`config.mk`:
```
export PLATFORM = sky130hd
export DESIGN_NAME = hafo_top
export DESIGN_NICKNAME = d
export VERILOG_FILES = /design/src/inc/hafo_pkg.sv /design/src/inc/hafo_ema_if.sv /design/src/hdl/hafo_ema.sv /design/src/hdl/hafo_top.sv
export SDC_FILE = /design/constraint.sdc
export NUM_CORES = 1
export LEC_CHECK = 0
export BUFFER_PORTS_ARGS = -buffer_cell sky130_fd_sc_hd__buf_2
export CAP_MARGIN = 25
export CELL_PAD_IN_SITES_DETAIL_PLACEMENT = 1
export CELL_PAD_IN_SITES_GLOBAL_PLACEMENT = 1
export CORE_ASPECT_RATIO = 0.5
export CORE_UTILIZATION = 49
export DETAILED_ROUTE_END_ITERATION = 12
export GPL_ROUTABILITY_DRIVEN = 0
export PLACE_DENSITY_LB_ADDON = 0.12
export SYNTH_ARGS = -nofsm -noshare
export SYNTH_HDL_FRONTEND = slang
export SYNTH_SLANG_ARGS = --single-unit
export TNS_END_PERCENT = 1
```
`constraint.sdc`:
```
create_clock -name CLK -period 9.8 [get_ports CLK]
set_input_delay 0 -clock CLK [delete_from_list [all_inputs] [get_ports CLK]]
set_output_delay 0 -clock CLK [all_outputs]
set_load 0.05 [all_outputs]
```
`src/inc/hafo_pkg.sv`:
```
// package of constants and types for the hall angle filter and offset block
package hafo_pkg;
   localparam int ANGLE_W = 16;
   localparam int BETA_W = 4;
   typedef logic [ANGLE_W-1:0] hafo_angle_t;
   typedef logic [BETA_W-1:0] hafo_beta_t;
   localparam hafo_angle_t ANGLE_ZERO = 16'h0000;
   localparam hafo_angle_t OFFSET_RST = 16'h0000;
   localparam hafo_angle_t SWITCH_RST = 16'h0000;
   localparam hafo_beta_t BETA_PASS = 4'h0;
   typedef enum logic [1:0] {
      HAFO_SEED = 2'b00,
      HAFO_RUN  = 2'b01
   } hafo_state_e;
endpackage

```
`src/inc/hafo_ema_if.sv`:
```
// interface between the top and one smoothing stage
`timescale 1ns/10ps
interface hafo_ema_if;
   import hafo_pkg::*;
   logic seed;
   logic step;
   hafo_angle_t target;
   hafo_beta_t beta;
   hafo_angle_t estimate;
   modport owner (output seed, output step, output target, output beta, input estimate);
   modport stage (input seed, input step, input target, input beta, output estimate);
endinterface

```
`src/hdl/hafo_ema.sv`:
```
// one exponential smoothing stage on a wrapping 16-bit angle
`timescale 1ns/10ps
module hafo_ema
   import hafo_pkg::*;
(
   input wire logic clk,
   input wire logic srst,
   hafo_ema_if.stage port_i
);
   typedef struct packed {
      hafo_angle_t est;
   } hafo_ema_s;

   hafo_ema_s st_r;
   hafo_ema_s st_nxt;
   logic signed [ANGLE_W-1:0] diff;
   logic signed [ANGLE_W-1:0] delta;

   always_comb begin
      st_nxt = st_r;
      // modulo subtraction gives the shortest signed step across the wrap
      diff = signed'(port_i.target - st_r.est);
      delta = diff >>> port_i.beta;
      if (port_i.seed) begin
         st_nxt.est = port_i.target;
      end else if (port_i.step) begin
         st_nxt.est = st_r.est + hafo_angle_t'(delta);
      end
   end

   always_ff @(posedge clk) begin
      if (srst) begin
         st_r <= '{est: ANGLE_ZERO};
      end else begin
         st_r <= st_nxt;
      end
   end

   assign port_i.estimate = st_r.est;
endmodule

```
`src/hdl/hafo_top.sv`:
```
// top of the hall angle filter and offset block
//
// Summary of operation
// - all angles are unsigned 16-bit, full turn spans the whole wrapping code range.
// - raw angle is unsmoothed; final angle is smoothed and shifted by offset.
// - offset loads on capture command; host write and adjust may also modify it.
// - offset is readable and writable; avoid writing it while angle is used.
// - slow filter uses the slow coefficient for a still magnet.
// - fast filter uses its own smaller coefficient to follow quick rotation.
// - if slow/fast outputs differ beyond threshold, final uses fast coefficient.
// - equal coefficients behave as one filter whatever the threshold.
// - zero fast coefficient passes angle through unsmoothed during fast motion.
// - invert cleared by default; clockwise rotation increases the angle.
// - invert set makes anticlockwise rotation increase the angle.
// - invert acts alike on raw and final outputs.
`timescale 1ns/10ps
module hafo_top
   import hafo_pkg::*;
(
   input wire logic CLK,
   input wire logic SRST,
   input wire logic [ANGLE_W-1:0] RAW_IN,
   input wire logic RAW_VALID,
   input wire logic REVERSE_DIR,
   input wire logic [BETA_W-1:0] SLOW_BETA,
   input wire logic [BETA_W-1:0] FAST_BETA,
   input wire logic [ANGLE_W-1:0] SWITCH_DELTA,
   input wire logic CAPTURE_OFFSET,
   input wire logic OFFSET_WR,
   input wire logic [ANGLE_W-1:0] OFFSET_WDATA,
   input wire logic OFFSET_ADJ,
   input wire logic [ANGLE_W-1:0] OFFSET_ADJ_DATA,
   output logic [ANGLE_W-1:0] RAW_ANGLE,
   output logic [ANGLE_W-1:0] FINAL_ANGLE,
   output logic [ANGLE_W-1:0] KNOB_ANGLE_OFFSET,
   output logic FAST_SELECTED,
   output logic ANGLE_VALID
);
   // ----------------------------------------
   // state
   // ----------------------------------------
   typedef struct packed {
      hafo_state_e state;
      hafo_angle_t raw;
      hafo_angle_t fin;
      hafo_angle_t offset;
      logic fast_sel;
      logic valid;
   } hafo_top_s;

   hafo_top_s st_r;
   hafo_top_s st_nxt;
   hafo_ema_if slow_if ();
   hafo_ema_if fast_if ();
   hafo_angle_t raw_dir;
   hafo_angle_t shifted;
   hafo_angle_t gap;
   hafo_angle_t gap_abs;
   logic signed [ANGLE_W-1:0] fin_diff;
   hafo_beta_t fin_beta;
   hafo_angle_t fin_step;
   logic diverged;

   hafo_angle_t cap_raw;
   hafo_angle_t offset_nxt;
   logic reseed;
   logic take_seed;
   logic take_step;

   // ----------------------------------------
   // direction and offset
   // ----------------------------------------
   always_comb begin
      // direction select
      // negation mod 2^16 mirrors the sense of rotation
      raw_dir = REVERSE_DIR ? hafo_angle_t'(ANGLE_ZERO - RAW_IN) : RAW_IN;
      // offset applied, wraps at full turn
      shifted = raw_dir + st_r.offset;
      // capture reference
      // an idle raw bus carries no angle, so fall back to the last one shown
      cap_raw = RAW_VALID ? raw_dir : st_r.raw;
   end

   // ----------------------------------------
   // sample sequencing
   // ----------------------------------------
   always_comb begin
      take_seed = 1'b0;
      take_step = 1'b0;
      // only a qualified sample moves the estimators
      if (RAW_VALID) begin
         take_seed = st_r.state == HAFO_SEED;
         take_step = st_r.state == HAFO_RUN;
      end
   end

   // ----------------------------------------
   // the two estimators
   // ----------------------------------------
   // slow and fast filter stage inputs
   assign slow_if.seed = take_seed;
   assign slow_if.step = take_step;
   assign slow_if.target = shifted;
   assign slow_if.beta = SLOW_BETA;
   assign fast_if.seed = take_seed;
   assign fast_if.step = take_step;
   assign fast_if.target = shifted;
   assign fast_if.beta = FAST_BETA;

   hafo_ema u_slow (
      .clk(CLK),
      .srst(SRST),
      .port_i(slow_if.stage)
   );

   hafo_ema u_fast (
      .clk(CLK),
      .srst(SRST),
      .port_i(fast_if.stage)
   );

   // ----------------------------------------
   // filter selection and final step
   // ----------------------------------------
   always_comb begin
      // estimates and the selection are both registered, so the choice lags the samples by two cycles
      gap = slow_if.estimate - fast_if.estimate;
      gap_abs = gap[ANGLE_W-1] ? hafo_angle_t'(ANGLE_ZERO - gap) : gap;
      diverged = gap_abs > SWITCH_DELTA;
      fin_beta = st_r.fast_sel ? FAST_BETA : SLOW_BETA;
      fin_diff = signed'(shifted - st_r.fin);
      fin_step = hafo_angle_t'(fin_diff >>> fin_beta);
   end

   // ----------------------------------------
   // offset control
   // ----------------------------------------
   always_comb begin
      offset_nxt = st_r.offset;
      reseed = 1'b0;
      // capture maps the current raw angle to zero; the final angle shows it when the next sample reseeds
      // capture wins over host write and adjust in the same cycle
      if (CAPTURE_OFFSET) begin
         offset_nxt = hafo_angle_t'(ANGLE_ZERO - cap_raw);
         reseed = 1'b1;
      end else if (OFFSET_WR) begin
         offset_nxt = OFFSET_WDATA;
      end else if (OFFSET_ADJ) begin
         offset_nxt = st_r.offset + OFFSET_ADJ_DATA;
      end
   end

   // ----------------------------------------
   // next state
   // ----------------------------------------
   always_comb begin
      st_nxt = st_r;

      if (RAW_VALID) begin
         st_nxt.raw = raw_dir;
         st_nxt.valid = 1'b1;
      end

      st_nxt.fast_sel = diverged;

      unique case (st_r.state)
         HAFO_SEED: begin
            if (RAW_VALID) begin
               // first sample seeds everything, so no long settling ramp
               st_nxt.fin = shifted;
               st_nxt.state = HAFO_RUN;
            end
         end
         HAFO_RUN: begin
            if (RAW_VALID) begin
               st_nxt.fin = st_r.fin + fin_step;
            end
         end
      endcase

      st_nxt.offset = offset_nxt;
      // a capture overrides the run transition so the next sample reseeds
      if (reseed) begin
         st_nxt.state = HAFO_SEED;
      end
   end

   // ----------------------------------------
   // state register
   // ----------------------------------------
   always_ff @(posedge CLK) begin
      if (SRST) begin
         st_r <= '{
            state: HAFO_SEED,
            raw: ANGLE_ZERO,
            fin: ANGLE_ZERO,
            offset: OFFSET_RST,
            fast_sel: 1'b0,
            valid: 1'b0
         };
      end else begin
         st_r <= st_nxt;
      end
   end

   // ----------------------------------------
   // outputs
   // ----------------------------------------
   // every output is a field of the state register, so none can glitch
   assign RAW_ANGLE = st_r.raw;
   assign FINAL_ANGLE = st_r.fin;
   assign KNOB_ANGLE_OFFSET = st_r.offset;
   assign FAST_SELECTED = st_r.fast_sel;
   assign ANGLE_VALID = st_r.valid;
endmodule

```
## Word level (Yosys, flattened, before mapping)

Index checks and enable logic that the tools add are counted.

| storage, ports and cells | value |
|---|---|
| bits in registers | 83 |
| latch bits | 0 |
| memory bits (writable) | 0 |
| ROM bits | 0 |
| output and inout bits | 50 |
| memories | 0 |

| cells by class | value |
|---|---|
| add/subtract/negate cells | 12 |
| $mul | 0 |
| divide/modulo/power cells | 0 |
| $lt $le $gt $ge | 1 |
| equal/unequal tests | 2 |
| shift-type cells | 3 |
| mux-type cells | 17 |
| bitwise gates (word level) | 0 |
| reduce and logical (&&, ||, !) cells | 6 |

Operators by type and width:

| cell | number |
|---|---|
| 16-bit 2-to-1 mux | 12 |
| 16-bit adder | 5 |
| 16-bit subtractor | 4 |
| 16-bit by 4-bit >>> shifter with 16-bit output | 3 |
| 1-bit by 16-bit subtractor with 16-bit output (first input constant) | 3 |
| 16-bit case mux with 2 select lines | 1 |
| 16-bit greater-than comparator | 1 |
| 4-bit 2-to-1 mux | 1 |
| 2-bit inequality test (second input constant) | 2 |
| 2-bit AND reduction | 2 |
| 1-bit 2-to-1 mux | 3 |
| 3-bit nonzero test | 1 |
| 2-bit logical NOT | 1 |
| 2-bit nonzero test | 1 |
| 2-bit OR reduction | 1 |

## Longest topological paths before layout

| logic depth | value |
|---|---|
| depth in word-level cells | 8 |
| depth in mapped cells | 35 |
| mapped depth without buffers | 34 |

## By module

A second synthesis with hierarchy kept.

| second synthesis, totals | value |
|---|---|
| cell total of the unflattened synthesis | 1895 |
| area, all modules | 14111.0 sq um |

Modules (own cells, without submodules):

| module | times used | cells each | area an instance (sq um) |
|---|---|---|---|
| hafo_top | 1 | 1105 | 8130.3 |
| hafo_ema | 2 | 395 | 2990.4 |

## Worst setup path after synthesis

No wires, ideal clock.

| timing | value |
|---|---|
| kind | input port to flip-flop |
| start | input port RAW_IN[4] |
| end | register u_fast.st_r (netlist bit u_fast.port_i.estimate[15]) |
| setup time | 0.091 ns |
| arrival time | 6.626 ns |
| required time | 9.709 ns |
| path slack | 3.084 ns |
| stages on the path | 28 |
| cell sequence | or4_1 buf_2 o31ai_1 xnor2_1 ha_1 and3_1 o211a_1 a21boi_0 o21a_1 or3_1 and3_1 ha_1 and4_1 a211o_1 a31oi_2 xor2_1 mux4_2 a311o_1 ha_1 nand3_1 o211ai_1 o21ai_0 o211ai_1 o211a_1 o41ai_1 xnor2_1 a21oi_1 a311oi_1 |

| between the ends | value |
|---|---|
| longest elaborated chain between the ends | 8 |

Ends and longest elaborated chain:

| item | line | text |
|---|---|---|
| start, declared | hafo_top.sv:22 | `input wire logic [ANGLE_W-1:0] RAW_IN,` |
| 1-bit by 16-bit subtractor with 16-bit output | hafo_top.sv:76 | `raw_dir = REVERSE_DIR ? hafo_angle_t'(ANGLE_ZERO - RAW_IN) : RAW_IN;` |
| 16-bit 2-to-1 mux * | hafo_top.sv:76 |  |
| 16-bit adder * | hafo_top.sv:78 | `shifted = raw_dir + st_r.offset;` |
| 16-bit subtractor | hafo_ema.sv:22 | `diff = signed'(port_i.target - st_r.est);` |
| 16-bit by 4-bit >>> shifter with 16-bit output | hafo_ema.sv:23 | `delta = diff >>> port_i.beta;` |
| 16-bit adder | hafo_ema.sv:27 | `st_nxt.est = st_r.est + hafo_angle_t'(delta);` |
| 16-bit 2-to-1 mux | hafo_ema.sv:26 | `end else if (port_i.step) begin` |
| 16-bit 2-to-1 mux * | hafo_ema.sv:24 | `if (port_i.seed) begin` |
| end signal, assigned | hafo_ema.sv:33 | `st_r <= '{est: ANGLE_ZERO};` |
| end signal, assigned | hafo_ema.sv:35 | `st_r <= st_nxt;` |
| end, declared | hafo_ema.sv:14 | `hafo_ema_s st_r;` |

Mark *: on every way between the ends. The rest lies on a longest branch, timed or not. The select of a mux whose other input is x is not followed.
A chain may end at the register's enable or synchronous reset.

## Worst setup path after layout

| timing | value |
|---|---|
| start | input port RAW_IN[0] |
| end | register st_r (netlist bit FINAL_ANGLE[15]) |

| between the ends | value |
|---|---|
| longest elaborated chain between the ends | 8 |
| elaborated cells between the ends (all ways) | 9 |
| those cells by class | add/sub: 4; shift: 1; mux: 4 |

Ends and longest elaborated chain:

| item | line | text |
|---|---|---|
| 1-bit by 16-bit subtractor with 16-bit output | hafo_top.sv:76 |  |
| 16-bit 2-to-1 mux * | hafo_top.sv:76 |  |
| 16-bit adder * | hafo_top.sv:78 |  |
| 16-bit subtractor | hafo_top.sv:131 | `fin_diff = signed'(shifted - st_r.fin);` |
| 16-bit by 4-bit >>> shifter with 16-bit output | hafo_top.sv:132 | `fin_step = hafo_angle_t'(fin_diff >>> fin_beta);` |
| 16-bit adder | hafo_top.sv:176 | `st_nxt.fin = st_r.fin + fin_step;` |
| 16-bit 2-to-1 mux | hafo_top.sv:175 | `if (RAW_VALID) begin` |
| 16-bit case mux with 2 select lines * | hafo_top.sv:166 | `unique case (st_r.state)` |
| end signal, assigned | hafo_top.sv:193 | `st_r <= '{` |
| end signal, assigned | hafo_top.sv:202 | `st_r <= st_nxt;` |
| end, declared | hafo_top.sv:51 | `hafo_top_s st_r;` |

Marked as above.

==> metrics.txt <==
worst clock skew on the final layout=0.0167 ns; portion of total power attributed to sequential cells=0.087; total CTS buffers=9; slowest stage cell, crit path=sky130_fd_sc_hd__xnor2_1; startpoint types=input port; # Post-CTS Setup Buffers=0; area of the die=0.0286 mm2; row count=42; worst path required time=10.04 ns; global-route wire length before repair=80.2 mm; count of antenna diodes in the layout=0; first-pass iteration count of the detailed router=5; largest net degree at the start of global routing=87; mux share of post-synthesis cell area=0.0683; maximum vdd drop=0.156 mV; arrival time reported for the critical path endpoint=8.42 ns; kind of capture point of the worst setup path=register; count of flip-flops with a built-in enable after synthesis=0; capturing point of the worst reg2reg path=u_fast.port_i.estimate[15]; number of failing hold endpoints at the final stage=0; clock transition time at the flip-flop clock pins of the worst setup and hold paths=0.07 ns; Seq cells post-synth=83; combinational group share of total power=0.843; final number of setup-violating endpoints=0; Total Routed Length=50.7 mm; Slew HR=0.276; Critical path destination=FINAL_ANGLE[15]; area of the placeable core=0.0269 mm2; HPWL after DPL=40.2 mm; fraction of the mapped netlist area in compound gates=0.282; CTS H-Tree Depth=3; Switching Share=0.556; reg-to-reg critical path startpoint=KNOB_ANGLE_OFFSET[0]; Clock Power Share=0.070; period utilisation layout=0.835; combinational family with the most area after synthesis=compound AO/OA/AOI/OAI gates; Final TNS setup=0 ns; crit-path max FO=12; routed via count=14,400; effective utilization at floorplan=0.507; most used cell, CP=sky130_fd_sc_hd__ha_1; count of cells along the worst register-to-register path=24; run status=complete, no violations; final core utilization=0.538; xor-xnor portion of the synthesized cell area=0.101; number of maximum-capacitance constraint violations=0; type of the tightest min-delay check=input port to register; CTS max path bufs=2; r2r setup slk=1.70 ns; hold-fix buffers at CTS=0; proportion of layout cells with a drive suffix above 1=0.109; Post-Synth Simple-Gate Area=0.190; CTS tree=built; Clk Tree Root Cell=sky130_fd_sc_hd__clkbuf_16; Avg Cell Area, Syn=7.50 um2; post-synthesis async set-or-reset flop share=0; Die Width=238 um; DR vias/cell=6.50; design internal power=2.34 mW; global-route total usage across every layer=0.356; transition at the pin with the smallest max-transition slack=1.09 ns; total power density per cell area=364 mW/mm2; sum of internal, switching and leakage power=5.27 mW; delay of the slowest critical-path stage=0.88 ns; number of clock sinks=83; start-to-end type of the worst setup path=input port to register; CTS resizes=0; number of nets produced by synthesis=2,064; clock insertion delay at the later pin of the skew report=0.37 ns; number of standard cells after synthesis=1,820; vertical extent of the die=120 um; input/output buffers=128; detail-routed net length per standard cell=22.8 um; maximum clock rate=0.122 GHz; initial antenna violation count=1; post-synthesis adder-cell area fraction=0.156; switching pwr=2.93 mW; number of nets with antenna violations after detailed routing=0; number of DRC markers after the initial detailed-route iteration=1,019; total number of nets in the final design=2,089; Ports=129; Static Leak=6.33 nW; RSZ-0062 raised after global routing=no; sequential cell area fraction in the yosys report=0.122; most instantiated flip-flop cell in the synthesis netlist=sky130_fd_sc_hd__dfxtp_1; number of unique standard cell types used by synthesis=80; number of global-route vias before repair=14,900; area added between synthesis and finish=6.11%; netlist area before placement=0.0136 mm2; post-route minimum period=8.18 ns; Worst Setup SP=RAW_IN[0]; Synth warnings=0; number of DRC violations after detailed routing=0; Congestion Overflow GR=0; count of pins over their slew limit=0
worst min-delay path by stage:
stage	startpoint	to	depth (start not counted)
5_1_grt	OFFSET_WDATA[12]	KNOB_ANGLE_OFFSET[12]	3
3_3_place_gp	OFFSET_WDATA[12]	KNOB_ANGLE_OFFSET[12]	3
2_1_floorplan	OFFSET_WDATA[12]	KNOB_ANGLE_OFFSET[12]	2
3_5_place_dp	OFFSET_WDATA[12]	KNOB_ANGLE_OFFSET[12]	3
6_report	OFFSET_WDATA[12]	KNOB_ANGLE_OFFSET[12]	3
4_1_cts	OFFSET_WDATA[4]	KNOB_ANGLE_OFFSET[4]	5
cell usage after synthesis (6+ instances only):
master                      count  area, um2
sky130_fd_sc_hd__nand2_1      114        428
sky130_fd_sc_hd__o22ai_1        6       37.5
sky130_fd_sc_hd__nor2b_1       32        200
sky130_fd_sc_hd__mux2i_1       47        470
sky130_fd_sc_hd__a21boi_0       7       52.6
sky130_fd_sc_hd__o211ai_1      26        195
sky130_fd_sc_hd__and4_1         7       61.3
sky130_fd_sc_hd__a311oi_1       7       61.3
sky130_fd_sc_hd__o21a_1        31        233
sky130_fd_sc_hd__xnor2_1      108        946
sky130_fd_sc_hd__clkbuf_1      59        221
sky130_fd_sc_hd__fa_1           9        180
sky130_fd_sc_hd__a211o_1        7       61.3
sky130_fd_sc_hd__a2111oi_0      8       70.1
sky130_fd_sc_hd__nor4_1        10       62.6
sky130_fd_sc_hd__mux4_2        15        338
sky130_fd_sc_hd__nand3b_1       8       60.1
sky130_fd_sc_hd__and3_1        17        106
sky130_fd_sc_hd__o311a_1        6       60.1
sky130_fd_sc_hd__o21ai_1        6       30.0
sky130_fd_sc_hd__o21bai_1      13       97.6
sky130_fd_sc_hd__o31ai_1       18        135
sky130_fd_sc_hd__a221oi_1      11       96.3
sky130_fd_sc_hd__inv_1        115        432
sky130_fd_sc_hd__nand2b_1      13       81.3
sky130_fd_sc_hd__a21o_1        31        233
sky130_fd_sc_hd__a211oi_1      69        518
sky130_fd_sc_hd__nand4_1       14       87.6
sky130_fd_sc_hd__mux2_2        11        124
sky130_fd_sc_hd__buf_4         48        360
sky130_fd_sc_hd__or3_1         18        113
sky130_fd_sc_hd__or2_2          9       56.3
sky130_fd_sc_hd__buf_1         13       48.8
sky130_fd_sc_hd__ha_1         156       1950
sky130_fd_sc_hd__a31oi_1       25        156
sky130_fd_sc_hd__dfxtp_1       83       1660
sky130_fd_sc_hd__nor2_1       163        612
sky130_fd_sc_hd__o21ai_0       79        395
sky130_fd_sc_hd__a21oi_1      154        771
sky130_fd_sc_hd__a41oi_1       10       87.6
sky130_fd_sc_hd__nor3_1        57        285
sky130_fd_sc_hd__and2_1        12       75.1
sky130_fd_sc_hd__nand3_1       40        200
sky130_fd_sc_hd__xor2_1        44        385
metal layers:
| layer | part of all wire | global-route usage | vias to the layer above |
|---|---|---|---|
| li1 | - | - | 6717 |
| met1 | 0.43 | 0.444 | 7133 |
| met2 | 0.47 | 0.615 | 478 |
| met3 | 0.061 | 0.0534 | 118 |
| met4 | 0.036 | 0.143 | 2 |
| met5 | 0.00020 | 0 | - |
layout make-up:
type / count / area, um2
inverters: 118 / 443
clock inverters: 4 / 50.0
flip-flops and latches: 83 / 1660
fillers: 3499 / 12400
repair buffers: 139 / 723
clock buffers: 12 / 246
well taps: 374 / 468
multi-input cells: 1494 / 10900
worst max-delay path, delay by kind of cell:
kind	cells	cell delay, ns
AND/OR/NAND/NOR	8	1.83
XOR/XNOR	3	1.48
buffers and inverters	4	0.55
adder cells (fa/ha/maj)	4	1.35
multiplexers	1	0.32
AO/OA/AOI/OAI	12	2.87
kinds of logic (layout without fill, tap and decap cells):
logic type      Yosys count  after routing
compound gates          571            571
simple gates            531            531
buf+inv                 243            273
fa+ha+maj               165            165
xor+xnor                154            154
flops                    83             83
mux                      73             73
power groups by stage:
stage	sequential [mW]	combinational (mW)	clock, mW
floorplan	0.431	3.29	0
global placement	0.459	4.14	0
detailed placement	0.461	4.31	0
CTS	0.454	4.35	0.373
global route	0.460	4.82	0.383
finish	0.457	4.45	0.371
stage by stage:
stage | area (um2) | hold WS [ns] | worst slack [ns] | instances
6_report | 14500 | 0.000523 | 1.62 | 2224
5_1_grt | 14500 | 0.0525 | 1.14 | 2224
4_1_cts | 14500 | 0.00302 | 1.83 | 2223
3_5_place_dp | 14200 | 0.350 | 1.63 | 2207
3_3_place_gp | 14200 | 0.297 | 1.79 | 2207
2_1_floorplan | 13600 | 0.194 | 3.08 | 1820
layout by cell type, fill, tap and decap left out, drive strengths merged, types with 31 or more instances in the layout:
| cell | netlist | layout |
|---|---|---|
| mux2i | 47 | 47 |
| ha | 156 | 156 |
| a21o | 31 | 31 |
| nand2 | 114 | 114 |
| xnor2 | 108 | 108 |
| inv | 115 | 115 |
| nand3 | 40 | 40 |
| a21oi | 154 | 154 |
| nor2b | 32 | 32 |
| xor2 | 44 | 44 |
| a211oi | 69 | 69 |
| dfxtp | 83 | 83 |
| o21a | 31 | 31 |
| nor3 | 58 | 58 |
| nor2 | 163 | 163 |
| o21ai | 85 | 85 |
| buf | 66 | 139 |
state kept, by name, summed over array words and instances, names as in the netlist:
register,flops
u_fast.port_i.estimate,16
st_r,1
FAST_SELECTED,1
ANGLE_VALID,1
u_slow.port_i.estimate,16
FINAL_ANGLE,16
RAW_ANGLE,16
KNOB_ANGLE_OFFSET,16
No activity file was read; power rests on OpenSTA's default activity.
